[config.mk]
export PLATFORM = sky130hd
export DESIGN_NAME = tpcs_sequencer
export DESIGN_NICKNAME = d
export VERILOG_FILES = /design/src/pkg/tpcs_pkg.sv /design/src/rtl/tpcs_merge.sv /design/src/rtl/tpcs_sequencer.sv
export SDC_FILE = /design/constraint.sdc
export NUM_CORES = 1
export LEC_CHECK = 0
export BUFFER_PORTS_ARGS = -buffer_cell sky130_fd_sc_hd__buf_2
export CAP_MARGIN = 20
export CORE_MARGIN = 4
export CORE_UTILIZATION = 55
export CTS_CLUSTER_DIAMETER = 50
export DETAILED_ROUTE_END_ITERATION = 10
export PLACE_DENSITY = 0.83
export RECOVER_POWER = 100
export REMOVE_ABC_BUFFERS = 1
export SYNTH_ARGS = -nofsm -noshare
export SYNTH_HDL_FRONTEND = slang
export SYNTH_SLANG_ARGS = --single-unit
[constraint.sdc]
create_clock -name i_clk_sys -period 3.11 [get_ports i_clk_sys]
set_input_delay 0.311 -clock i_clk_sys [delete_from_list [all_inputs] [get_ports i_clk_sys]]
set_output_delay 0.311 -clock i_clk_sys [all_outputs]
set_load 0.01 [all_outputs]
[src/pkg/tpcs_pkg.sv]
// Overview of operation
// - start rising edge: busy, hold after 50 ns
// - first phase lasts 3.35 us
// - first phase gives 9 upper bits
// - lower seven dac bits always zero
// - second phase after settling, residue held, 9 bits
// - correction removes offset, merges 16-bit word
// - input returns to track at residue hold
// - overlap supports starts up to 166 kSPS
// - result is two's complement coded
// - busy low during whole conversion
`default_nettype none
package tpcs_pkg;
  // ---------------------------------------------------------------
  // timing
  // ---------------------------------------------------------------
  localparam int CLK_PERIOD_PS     = 8000;
  localparam int HOLD_DELAY_PS     = 50000;
  localparam int PHASE1_PS         = 3350000;
  localparam int SETTLE_PS         = 200000;
  localparam int PHASE2_PS         = 1750000;
  localparam int THROUGHPUT_SPS    = 166000;
  // least times round up
  localparam int HOLD_DELAY_CYC    = (HOLD_DELAY_PS + CLK_PERIOD_PS - 1) / CLK_PERIOD_PS;
  localparam int PHASE1_CYC        = (PHASE1_PS + CLK_PERIOD_PS - 1) / CLK_PERIOD_PS;
  localparam int SETTLE_CYC        = (SETTLE_PS + CLK_PERIOD_PS - 1) / CLK_PERIOD_PS;
  localparam int PHASE2_CYC        = (PHASE2_PS + CLK_PERIOD_PS - 1) / CLK_PERIOD_PS;
  // ---------------------------------------------------------------
  // widths and coding
  // ---------------------------------------------------------------
  localparam int RES_W             = 16;
  localparam int PASS_W            = 9;
  localparam int DAC_LOW_W         = 7;
  localparam int CNT_W             = 10;
  localparam logic [8:0] RESIDUE_OFFSET = 9'h040;
  localparam logic [15:0] RESULT_RESET  = 16'h0000;

  typedef enum logic [2:0]
  {
    TPCS_IDLE   = 3'b000,
    TPCS_APERT  = 3'b001,
    TPCS_PASS1  = 3'b010,
    TPCS_SETTLE = 3'b011,
    TPCS_PASS2  = 3'b100,
    TPCS_MERGE  = 3'b101
  } tpcs_state_e;
endpackage
`default_nettype wire

[src/rtl/tpcs_merge.sv]
`default_nettype none
module tpcs_merge
  import tpcs_pkg::*;
(
  input  wire logic [8:0]  i_coarse,
  input  wire logic [8:0]  i_residue,
  output logic      [15:0] o_word
);
  // ------------------------------------------------------------
  // error correction
  // ------------------------------------------------------------
  // offset binary sum; residue carries an offset so that first-pass
  // errors of either sign can be corrected
  // offset removal merge
  logic [16:0] sum_w;
  logic [16:0] diff_w;
  logic        under_w;
  logic        over_w;
  logic [15:0] bin_w;
  assign sum_w   = {1'b0, i_coarse, 7'h00} + {8'h00, i_residue};
  assign under_w = (sum_w < {8'h00, RESIDUE_OFFSET});
  assign diff_w  = sum_w - {8'h00, RESIDUE_OFFSET};
  assign over_w  = diff_w[16];
  // clamp both ends: a miss at full scale must not wrap the sign
  assign bin_w   = under_w ? 16'h0000 : (over_w ? 16'hFFFF : diff_w[15:0]);
  assign o_word = {~bin_w[15], bin_w[14:0]};
endmodule
`default_nettype wire

[src/rtl/tpcs_sequencer.sv]
`default_nettype none
module tpcs_sequencer
  import tpcs_pkg::*;
(
  input  wire logic         i_clk_sys,
  input  wire logic         i_reset,
  input  wire logic         i_sample_trigger_n,
  input  wire logic [8:0]   i_flash_code,
  input  wire logic         i_chip_select_n,
  input  wire logic         i_read_n,
  input  wire logic         i_upper_byte_select,
  output logic              o_busy_n,
  output logic              o_input_hold,
  output logic              o_residue_hold,
  output logic [15:0]       o_dac_code,
  output logic [15:0]       o_data_word,
  output logic [7:0]        o_data_byte,
  output logic              o_data_oe
);
  import tpcs_pkg::*;

  tpcs_state_e       state_q;
  tpcs_state_e       state_d;
  logic [CNT_W-1:0]  cnt_q;
  logic [CNT_W-1:0]  cnt_d;
  logic              trig_q;
  logic [8:0]        coarse_q;
  logic [8:0]        residue_q;
  logic [15:0]       result_q;
  logic              busy_n_q;
  logic              in_hold_q;
  logic              res_hold_q;
  logic [15:0]       dac_q;
  logic [15:0]       word_q;
  logic [7:0]        byte_q;
  logic              oe_q;

  // ------------------------------------------------------------
  // decode
  // ------------------------------------------------------------
  // edge seen on a level already synchronous to our clock
  wire start_edge = i_sample_trigger_n & ~trig_q;
  wire cnt_done   = (cnt_q == '0);
  wire read_en    = ~i_chip_select_n & ~i_read_n;
  wire [15:0] merged_w;
  wire [7:0]  byte_sel_w = i_upper_byte_select ? result_q[15:8] : result_q[7:0];

  tpcs_merge u_merge
  (
    .i_coarse  (coarse_q),
    .i_residue (residue_q),
    .o_word    (merged_w)
  );

  // ------------------------------------------------------------
  // sequence control
  // ------------------------------------------------------------
  always_comb
  begin
    state_d = state_q;
    cnt_d   = cnt_done ? cnt_q : cnt_q - 1'b1;
    case (state_q)
      TPCS_IDLE:
      begin
        if (start_edge)
        begin
          state_d = TPCS_APERT;
          cnt_d   = CNT_W'(HOLD_DELAY_CYC - 1);
        end
      end
      TPCS_APERT:
        if (cnt_done)
        begin
          state_d = TPCS_PASS1;
          cnt_d   = CNT_W'(PHASE1_CYC - HOLD_DELAY_CYC - 1);
        end
      TPCS_PASS1:
        if (cnt_done)
        begin
          state_d = TPCS_SETTLE;
          cnt_d   = CNT_W'(SETTLE_CYC - 1);
        end
      TPCS_SETTLE:
        if (cnt_done)
        begin
          state_d = TPCS_PASS2;
          cnt_d   = CNT_W'(PHASE2_CYC - SETTLE_CYC - 1);
        end
      TPCS_PASS2:
        if (cnt_done)
          state_d = TPCS_MERGE;
      TPCS_MERGE:
        state_d = TPCS_IDLE;
      default:
        state_d = TPCS_IDLE;
    endcase
  end

  // ------------------------------------------------------------
  // state registers
  // ------------------------------------------------------------
  always_ff @(posedge i_clk_sys)
  begin
    if (i_reset)
    begin
      state_q <= TPCS_IDLE;
      cnt_q   <= '0;
      trig_q  <= 1'b1;
    end
    else
    begin
      state_q <= state_d;
      cnt_q   <= cnt_d;
      trig_q  <= i_sample_trigger_n;
    end
  end

  // ------------------------------------------------------------
  // analog controls and data capture
  // ------------------------------------------------------------
  always_ff @(posedge i_clk_sys)
  begin
    if (i_reset)
    begin
      busy_n_q   <= 1'b1;
      in_hold_q  <= 1'b0;
      res_hold_q <= 1'b0;
      coarse_q   <= '0;
      residue_q  <= '0;
      result_q   <= RESULT_RESET;
      dac_q      <= '0;
    end
    else
    begin
      busy_n_q   <= (state_d == TPCS_IDLE);
      in_hold_q  <= (state_d == TPCS_PASS1) || (state_d == TPCS_SETTLE);
      res_hold_q <= (state_d == TPCS_PASS2);
      if (state_q == TPCS_PASS1 && cnt_done)
      begin
        coarse_q <= i_flash_code;
        dac_q    <= {i_flash_code, {DAC_LOW_W{1'b0}}};
      end
      if (state_q == TPCS_PASS2 && cnt_done)
        residue_q <= i_flash_code;
      if (state_q == TPCS_MERGE)
        result_q <= merged_w;
    end
  end

  // ------------------------------------------------------------
  // read port
  // ------------------------------------------------------------
  // one cycle latency, outputs stay registered
  always_ff @(posedge i_clk_sys)
  begin
    if (i_reset)
    begin
      word_q <= '0;
      byte_q <= '0;
      oe_q   <= 1'b0;
    end
    else
    begin
      oe_q   <= read_en;
      word_q <= result_q;
      byte_q <= byte_sel_w;
    end
  end

  assign o_busy_n       = busy_n_q;
  assign o_input_hold   = in_hold_q;
  assign o_residue_hold = res_hold_q;
  assign o_dac_code     = dac_q;
  assign o_data_word    = word_q;
  assign o_data_byte    = byte_q;
  assign o_data_oe      = oe_q;

  // ------------------------------------------------------------
  // check helpers
  // ------------------------------------------------------------
  // length of one input hold window, cleared while tracking
  logic [CNT_W-1:0]  hold_len_q;
  always_ff @(posedge i_clk_sys)
  begin
    if (i_reset || !in_hold_q)
      hold_len_q <= '0;
    else
      hold_len_q <= hold_len_q + 1'b1;
  end

  // ------------------------------------------------------------
  // checks
  // ------------------------------------------------------------
  a_busy_on_start: assert property (@(posedge i_clk_sys) disable iff (i_reset)
    (state_q == TPCS_IDLE && start_edge) |=> !o_busy_n)
    else $error("busy not asserted after start");
  a_hold_after_apert: assert property (@(posedge i_clk_sys) disable iff (i_reset)
    (state_q == TPCS_IDLE && start_edge) |=> !o_input_hold ##7 o_input_hold)
    else $error("input hold timing wrong");
  a_pass1_length: assert property (@(posedge i_clk_sys) disable iff (i_reset)
    $rose(o_input_hold) |-> o_input_hold [*8])
    else $error("first phase cut short");
  a_hold_window: assert property (@(posedge i_clk_sys) disable iff (i_reset)
    $fell(o_input_hold) |-> hold_len_q == CNT_W'(PHASE1_CYC - HOLD_DELAY_CYC + SETTLE_CYC))
    else $error("input hold window length wrong");
  a_dac_low_zero: assert property (@(posedge i_clk_sys) disable iff (i_reset)
    o_dac_code[6:0] == 7'h00)
    else $error("dac low bits not zero");
  a_track_resume: assert property (@(posedge i_clk_sys) disable iff (i_reset)
    $rose(o_residue_hold) |-> !o_input_hold)
    else $error("input not tracking in residue hold");
  a_busy_covers: assert property (@(posedge i_clk_sys) disable iff (i_reset)
    (o_input_hold || o_residue_hold) |-> !o_busy_n)
    else $error("busy high during conversion");
  a_ignore_restart: assert property (@(posedge i_clk_sys) disable iff (i_reset)
    (state_q == TPCS_PASS1 && !cnt_done) |=> state_q == TPCS_PASS1)
    else $error("conversion disturbed");
  a_result_latched: assert property (@(posedge i_clk_sys) disable iff (i_reset)
    (state_q == TPCS_MERGE) |=> (result_q == $past(merged_w)) ##1 o_busy_n)
    else $error("result not latched");
endmodule
`default_nettype wire

==> flow_summary.ini, run 1 <==
[timing]
setup_tns_ns = 0
relSlewSlack = 0.09356
fmaxAchievable_mhz = 351.5
worstMarginPinSlew_ns = 1.360
grt_setup_unrepaired = false
slew_violations = 0
final-setup-viol-count = 0
fin_crit_ns = 2.845
finalHoldViolations = 0
clock_skew_ns = 0.007431
finalCritPeriodShare = 0.9149

[synthesis]
synth-main-ff-cell = dfxtp_1
syn_area_per_cell_sq_um = 9.063
ys_ff_latch = 76
postSynthCellCount = 374
synth-edff-count = 0
synth_area_sq_mm = 0.003390
synthArstFlopShare = 0
yosysUniqueCellTypes = 58
ys_warn_count = 0
seq_area_frac_synth = 0.4489

[critical_path]
worstPathCellList = ha_1, fa_1, and4_1, o21a_1, mux2i_2, o311a_4, nor3b_4, a221o_1
slowest_stage = fa_1
worstSetupPathType = flop to flop
worstRegToRegCells = 8
arrival_ns = 3.13
critPathMaxFanout = 16
critPathMaxStageDelay_ns = 0.47
rrSetupSlack_ns = 0.26
required_ns = 3.40
r2r_start = o_dac_code[7]
cp.buffers_inverters = 0
path_delay_family = simple AND/OR/NAND/NOR gates
start_kind = flop
rr_endpoint = result_q[11]
cp-end-kind = flop

[run_status]
status = finished, final reports clean

[pwr]
vdd_drop_max_mv = 0.4505
pwr_density_cell_mw_per_mm2 = 601.9
leakage_uw = 0.001447
power.total_uw = 2289

[detailed_routing]
drtIter0Drc = 85
ant_nets = 0
routed-via-count = 2795
wl_mm = 7.277
wl_met1_mm = 3.269
first_pass_iters = 5
dr_wl_met3_um = 480
vias_per_cell = 5.568
top_layer = met4
remaining_drc_errors = 0
routedWlPerCell_um = 14.50
wl_met2_mm = 3.422

[clocking]
clkTransAtPathRegs_ns = 0.08
h-tree-depth = 3
cts_sinks = 76
hold_buffers = 0
numCtsBuffers = 9
ctsResizeCount = 0
cts_tree = done
clock_latency_ns = 0.35
clockBufferDepth = 2
cts-root-buf = clkbuf_8
postCtsSetupBuffers = 0

[placement]
portBuffers = 51
place.gp.congestion = 0.8524
dp_hpwl_mm = 5.427
place_area_sq_mm = 0.003662

[cells_and_area]
n_antenna_cell = 0
drive_gt1_frac = 0.1054
syn2layout_area_growth_pct = 12.18
layout.nets = 445
final_area_sq_mm = 0.003802
fin_util = 0.6384

[floorplanning]
io_pins = 59
start_util = 0.5691
die_x_um = 86.51
dieHeight_um = 86.51
die_area_sq_mm = 0.007483
coreArea_sq_mm = 0.005956
rows = 28

[global_route]
antenna_found_initial = 0
grt_pass1_vias = 2681
grt_pass1_wl_mm = 12.48
gr-total-overflow = 0
grt_max_degree = 35
grtUsageTotal = 0.2088

[min_path]
hold_class = input pin to flop
hold_start = i_chip_select_n
min_to = o_data_oe
min_path_cells = 2

[job]
maxCapViolCount = 0
-- through the flow --
stage,hold WS (ns),std cells,setup slack [ns]
after floorplan,0.3801,355,0.4870
after global placement,0.4384,486,0.3805
after detailed placement,0.4453,486,0.3018
after CTS,0.09971,502,0.2707
after global routing,0.1009,502,0.1252
final,0.1102,502,0.2647
-- placed cells by master, fill, tap and decap left out, types with 2 or more instances in the layout --
cell type,netlist,layout
nand2_1,56,56
and2_1,2,2
a21oi_1,31,31
or4_1,2,3
o21ai_0,6,8
o31a_1,3,3
nor2_1,27,27
nand3b_1,2,2
clkbuf_1,11,40
inv_1,8,9
nor4_1,2,2
clkinvlp_4,0,3
mux2i_1,11,11
nor3b_2,2,2
a2111oi_0,3,3
clkbuf_8,0,9
xnor2_1,5,5
nand2b_1,3,3
a221o_1,10,10
and4_1,2,2
a22o_1,2,2
and3_1,5,5
o32a_1,2,2
or3_1,2,2
nor3_1,13,13
a211oi_1,6,6
nor4b_1,2,2
xor2_1,6,6
a31oi_1,2,2
buf_4,8,3
dfxtp_1,76,76
nand3_1,7,7
ha_1,7,7
buf_2,4,13
or2_2,2,2
nor2b_1,18,18
conb_1,1,7
-- power by group --
group / internal (uW) / switching, uW / leakage, uW
sequential: 1030 / 55.3 / 0.000615
combinational: 187 / 276 / 0.000740
clock: 373 / 372 / 0.0000918
total: 1590 / 704 / 0.00145
-- logic make-up (layout without fill, tap and decap cells) --
group / count (synthesis) / after routing / share of synthesized area
xor gates and xnor gates: 11 / 11 / 0.02842
DFF: 76 / 76 / 0.4489
buffers and inverters: 34 / 81 / 0.05020
adders and majority gates: 8 / 8 / 0.03175
other: 1 / 7 / 0.001106
and+or+nand+nor: 153 / 153 / 0.2318
AOI/OAI and AO/OA: 78 / 78 / 0.1680
muxes: 13 / 13 / 0.03987
-- final cells by class --
class                      instances  area (sq um)
clock buffer                       9         123.9
clock inverter                     7         75.07
tap                               75         93.84
multi-input combinational        270          1717
fill                             547          2153
inverter                           9         33.78
sequential                        76          1521
timing repair buffer              56         237.7
-- cells in the mapped netlist, drive strengths merged (9+ instances only) --
library cell  instances  area (sq um)
nor2                 27         101.4
nand2                56         210.2
clkbuf               11         41.29
buf                  14         95.09
dfxtp                76          1521
inv                   9         33.78
nor2b                18         112.6
o21ai                11         70.07
nor3                 15         91.34
a221o                10         100.1
mux2i                12         123.9
a21oi                31         155.2
-- worst max-delay path by stage --
stage               cells after the start     startpoint  slack, ns      endpoint
global placement                        8  o_dac_code[7]       0.38  result_q[13]
floorplan                               8  o_dac_code[7]       0.49   result_q[0]
detailed placement                      8  o_dac_code[7]       0.30  result_q[11]
CTS                                     8  o_dac_code[7]       0.27  result_q[11]
global route                            8  o_dac_code[7]       0.13  result_q[11]
finish                                  8  o_dac_code[7]       0.26  result_q[11]
-- state kept, by name (all words and copies together) (netlist names) --
register / flops
cnt_q: 10
o_busy_n: 1
o_dac_code: 9
o_data_byte: 8
o_data_oe: 1
o_data_word: 16
o_input_hold: 1
o_residue_hold: 1
residue_q: 9
result_q: 16
state_q: 3
trig_q: 1
-- per-layer routing --
metal	vias up	global-route usage
met5	-	0
met4	0	0.07507
met3	10	0.05513
met2	75	0.3512
met1	1315	0.2573
li1	1395	-
(Power assumes the default switching activity.)
==> run 2: changes to the inputs <==
Settings changed: RECOVER_POWER 100 to 25.
==> run 2 against run 1 <==
Against the previous run:
- count of clock-buffer cells in the layout is the same
- core utilization grew 0.86 points
- clock skew is essentially flat
- sequential power is essentially flat
- critical path type unchanged
- critical endpoint unchanged
- highest routed layer unchanged
==> flow_summary.ini, run 2 (synthesis results as in run 1) <==
[run_status]
status = finished, final reports clean

[critical_path]
worstSetupPathType = flop to flop
worstRegToRegCells = 8
critPathMaxFanout = 16
cp-end-kind = flop
start_kind = flop
required_ns = 3.40
arrival_ns = 3.13

[min_path]
min_path_cells = 2
hold_class = input pin to flop

[placement]
portBuffers = 51
place.gp.congestion = 0.8524
dp_hpwl_mm = 5.427
place_area_sq_mm = 0.003662

[cells_and_area]
n_antenna_cell = 0
drive_gt1_frac = 0.1944
final_common_cell = dfxtp_1
syn2layout_area_growth_pct = 13.70
fin_util = 0.6471
layout.nets = 445
layout_common_cells = dfxtp_1 (76), nand2_1 (56), buf_2 (48)
final_area_sq_mm = 0.003854

[timing]
setup_tns_ns = 0
finalCritPeriodShare = 0.9132
final-setup-viol-count = 0
relSlewSlack = 0.09315
slew_violations = 0
fin_crit_ns = 2.840
fmaxAchievable_mhz = 352.1
worstMarginPinSlew_ns = 1.360
clock_skew_ns = 0.007508
grt_setup_unrepaired = false
finalHoldViolations = 0
hold_slack_ns = 0.1103

[global_route]
grt_max_degree = 35
grt_pass1_vias = 2681
gr-total-overflow = 0
grtUsageTotal = 0.2088
grt_pass1_wl_mm = 12.48
antenna_found_initial = 0

[clocking]
h-tree-depth = 3
clockBufferDepth = 2
clkTransAtPathRegs_ns = 0.08
clock_latency_ns = 0.35
ctsResizeCount = 0
cts_tree = done
numCtsBuffers = 9
cts-root-buf = clkbuf_8
hold_buffers = 0
postCtsSetupBuffers = 0
cts_sinks = 76

[pwr]
leakage_uw = 0.001601
vdd_drop_max_mv = 0.4520
pwr_density_cell_mw_per_mm2 = 596.7
power.total_uw = 2299

[detailed_routing]
ant_nets = 0
wl_mm = 7.282
vias_per_cell = 5.546
routed-via-count = 2784
routedWlPerCell_um = 14.51
drtIter0Drc = 103
remaining_drc_errors = 0
first_pass_iters = 4

[floorplanning]
dieHeight_um = 86.51
io_pins = 59
rows = 28
start_util = 0.5691
coreArea_sq_mm = 0.005956
die_x_um = 86.51
die_area_sq_mm = 0.007483

[job]
maxCapViolCount = 0
run 2: worst max-delay path, stage by stage, from the launching register on:
cell and delay (ns):
dfxtp_1 0.33, ha_1 0.24, fa_1 0.48, and4_1 0.29, o21a_1 0.20, mux2i_2 0.32
o311a_4 0.33, nor3b_4 0.42, a221o_1 0.18
run 2: power by group:
group          total [uW]  switching (uW)  leakage [uW]  internal (uW)
combinational         475             278      0.000894            196
sequential           1080            55.5      0.000615           1030
clock                 744             371     0.0000918            373
run 2: path summary, 6_finish.rpt:
| kind | start | endpoint | slack, ns |
|---|---|---|---|
| max | o_dac_code[7] | result_q[11] | 0.27 |
| min | i_chip_select_n | o_data_oe | 0.11 |
| max reg2reg | o_dac_code[7] | result_q[11] | 0.27 |
| min reg2reg | residue_q[3] | residue_q[3] | 0.46 |
run 2: area by class of cell:
cell class | count | area, sq um
Timing Repair Buffer | 56 | 285.3
Clock buffer | 9 | 123.9
Sequential cell | 76 | 1521
Clock inverter | 7 | 75.07
Inverter | 9 | 33.78
Fill cell | 533 | 2102
Multi-Input combinational cell | 270 | 1720
Tap cell | 75 | 93.84
run 2: layer usage:
layer	vias up	global-route usage	wire length, um
met3	12	0.05513	481
met4	0	0.07507	112
met5	-	0	0
met1	1301	0.2573	3249
met2	76	0.3512	3439
li1	1395	-	-
run 2: stage by stage:
stage	setup WS (ns)	instances
final	0.2701	502
after global routing	0.1205	502
after CTS	0.2707	502
after detailed placement	0.3018	486
after global placement	0.3805	486
after floorplan	0.4870	355
==> run 3: changes to the inputs <==
Settings changed: CORE_UTILIZATION 55 to 56, PLACE_DENSITY 0.83 to 0.85, SYNTH_HIERARCHICAL set to 1.
==> run 3 against run 2 <==
Against the previous run:
- largest cell class unchanged
- design area grew 3.9%
- worst hold slack got worse by 0.0015 ns
- area after synthesis is 4.8% higher
- sequential share of layout area decreased by 1.5 points
- first-iteration DRC count grew 100%
- critical path type unchanged
- die area up 2.7%
- largest power group unchanged
- worst setup slack got worse by 0.022 ns
==> flow_summary.ini, run 3 <==
[clocking]
cts_tree = done
hold_buffers = 0
clockBufferDepth = 2
numCtsBuffers = 9
cts-root-buf = clkbuf_8
clkTransAtPathRegs_ns = 0.09
cts_sinks = 76
clock_latency_ns = 0.35
postCtsSetupBuffers = 0
h-tree-depth = 3

[pwr]
leakage_uw = 0.001798
vdd_drop_max_mv = 0.3374
power.total_uw = 2514
pwr_density_cell_mw_per_mm2 = 627.8

[detailed_routing]
remaining_drc_errors = 0
routed-via-count = 2953
first_pass_iters = 4
ant_nets = 0
routedWlPerCell_um = 14.77
vias_per_cell = 5.657
drtIter0Drc = 208
wl_mm = 7.709

[floorplanning]
io_pins = 59
dieHeight_um = 87.66
rows = 28
die_x_um = 87.66
die_area_sq_mm = 0.007683
start_util = 0.5897
coreArea_sq_mm = 0.006026

[placement]
place.gp.congestion = 0.9109
place_area_sq_mm = 0.003819
dp_slack_ns = 0.2433
dp_hpwl_mm = 5.606
portBuffers = 51

[critical_path]
start_kind = flop
arrival_ns = 3.09
cp_common_cell = a21oi_1
worstSetupPathType = flop to flop
rr_endpoint = result_q[9]
worstRegToRegCells = 9
r2r_start = o_dac_code[7]
worstPathCellList = ha_1, fa_2, nor3_1, nor4b_1, a32oi_1, o41ai_1, a21oi_1, nand2_1, a21oi_1
critPathMaxFanout = 3
required_ns = 3.33
cp-end-kind = flop
rrSetupSlack_ns = 0.25
critPathMaxStageDelay_ns = 0.53
slowest_stage = nor4b_1

[synthesis]
synth-edff-count = 0
syn_area_per_cell_sq_um = 8.973
ys_warn_count = 6
synthArstFlopShare = 0
postSynthCellCount = 396
yosysMostFrequentCell = dfxtp_1
ys_top_cells_by_count = dfxtp_1 (76), nand2_1 (44), nor2_1 (39), mux2i_1 (30), a21oi_1 (26)
synth-main-ff-cell = dfxtp_1
synth.top_cells.by_area = dfxtp_1 (43%), mux2i_1 (8.5%), nand2_1 (4.6%)
synth_largest_area_cell = dfxtp_1
synth_top_cell_area_share = 0.4282
yosysUniqueCellTypes = 61
seq_area_frac_synth = 0.4282
synth_area_sq_mm = 0.003553
ys_ff_latch = 76

[timing]
hold_slack_ns = 0.1088
clock_skew_ns = 0.008684
worstMarginPinSlew_ns = 0.9425
finalHoldViolations = 0
grt_setup_unrepaired = false
fin_crit_ns = 2.862
setup_ws_ns = 0.2484
finalCritPeriodShare = 0.9201
slew_violations = 0
fmaxAchievable_mhz = 349.4
relSlewSlack = 0.3717
final-setup-viol-count = 0
setup_tns_ns = 0

[min_path]
hold_class = input pin to flop
min_to = o_data_oe
min_path_cells = 2
hold_start = i_read_n

[cells_and_area]
drive_gt1_frac = 0.1834
syn2layout_area_growth_pct = 12.68
final_common_cell = dfxtp_1
layout.nets = 465
n_antenna_cell = 0
layout_common_cells = dfxtp_1 (76), buf_2 (46), nand2_1 (44)
final_area_sq_mm = 0.004004

[global_route]
antenna_found_initial = 0
grt_pass1_wl_mm = 12.53
grtUsageTotal = 0.2074
grt_pass1_vias = 2675
grt_max_degree = 48
gr-total-overflow = 0

[run_status]
status = finished, final reports clean

[job]
maxCapViolCount = 0
[run 3: how the worst max path moves through the flow]
| stage | end | start | slack [ns] |
|---|---|---|---|
| floorplan | result_q[0] | o_dac_code[7] | 0.17 |
| global placement | result_q[14] | o_dac_code[7] | 0.31 |
| detailed placement | result_q[14] | o_dac_code[7] | 0.24 |
| CTS | result_q[0] | o_dac_code[7] | 0.23 |
| global route | result_q[9] | o_dac_code[7] | 0.03 |
| finish | result_q[9] | o_dac_code[7] | 0.25 |
[run 3: kinds of logic (layout without fill, tap and decap cells)]
family / after synthesis / in the layout / share of synthesized area
flops: 76 / 76 / 0.4282
simple gates: 153 / 153 / 0.2243
buf+inv: 39 / 84 / 0.05563
compound gates: 72 / 72 / 0.1327
other cells: 1 / 7 / 0.001055
mux: 32 / 32 / 0.09085
fa+ha+maj: 8 / 8 / 0.03028
xor+xnor: 15 / 15 / 0.03697
[run 3: critical path: cells and delay by family (launching register included)]
kind / cells / cell delay [ns]
AOI/OAI and AO/OA: 4 / 0.78
and+or+nand+nor: 3 / 0.87
DFF: 1 / 0.36
adders and majority gates: 2 / 0.72
[run 3: cell type report]
class                           count  area [sq um]
Fill cell                         534          2022
Sequential cell                    76          1521
Multi-Input combinational cell    287          1859
Inverter                           11         46.29
Timing Repair Buffer               57         294.0
Clock inverter                      7         65.06
Tap cell                           75         93.84
Clock buffer                        9         123.9
[run 3: through the flow]
stage,cells,utilization
floorplan,374,-
global placement,506,0.6337
detailed placement,506,0.6337
CTS,522,0.6651
global route,522,0.6645
finish,522,0.6645
[run 3: report_power, final]
part / switching [uW] / internal (uW) / leakage [uW] / total, uW
clock: 414 / 311 / 0.0000947 / 725
sequential: 82.9 / 1030 / 0.000615 / 1120
combinational: 382 / 290 / 0.00109 / 672
[run 3: repair_timing]
item | 4_1_cts | 5_1_grt
endpoints found under the hold margin | 0 | 0
setup endpoints to repair | 0 | 1
gates resized for setup | 0 | 1
[run 3: per-layer routing]
metal / vias to the layer above / wire, um / GRT usage
li1: 1467 / - / -
met1: 1352 / 3594 / 0.2834
met2: 117 / 3383 / 0.3137
met3: 17 / 552 / 0.05833
met4: 0 / 179 / 0.07392
met5: - / 0 / 0
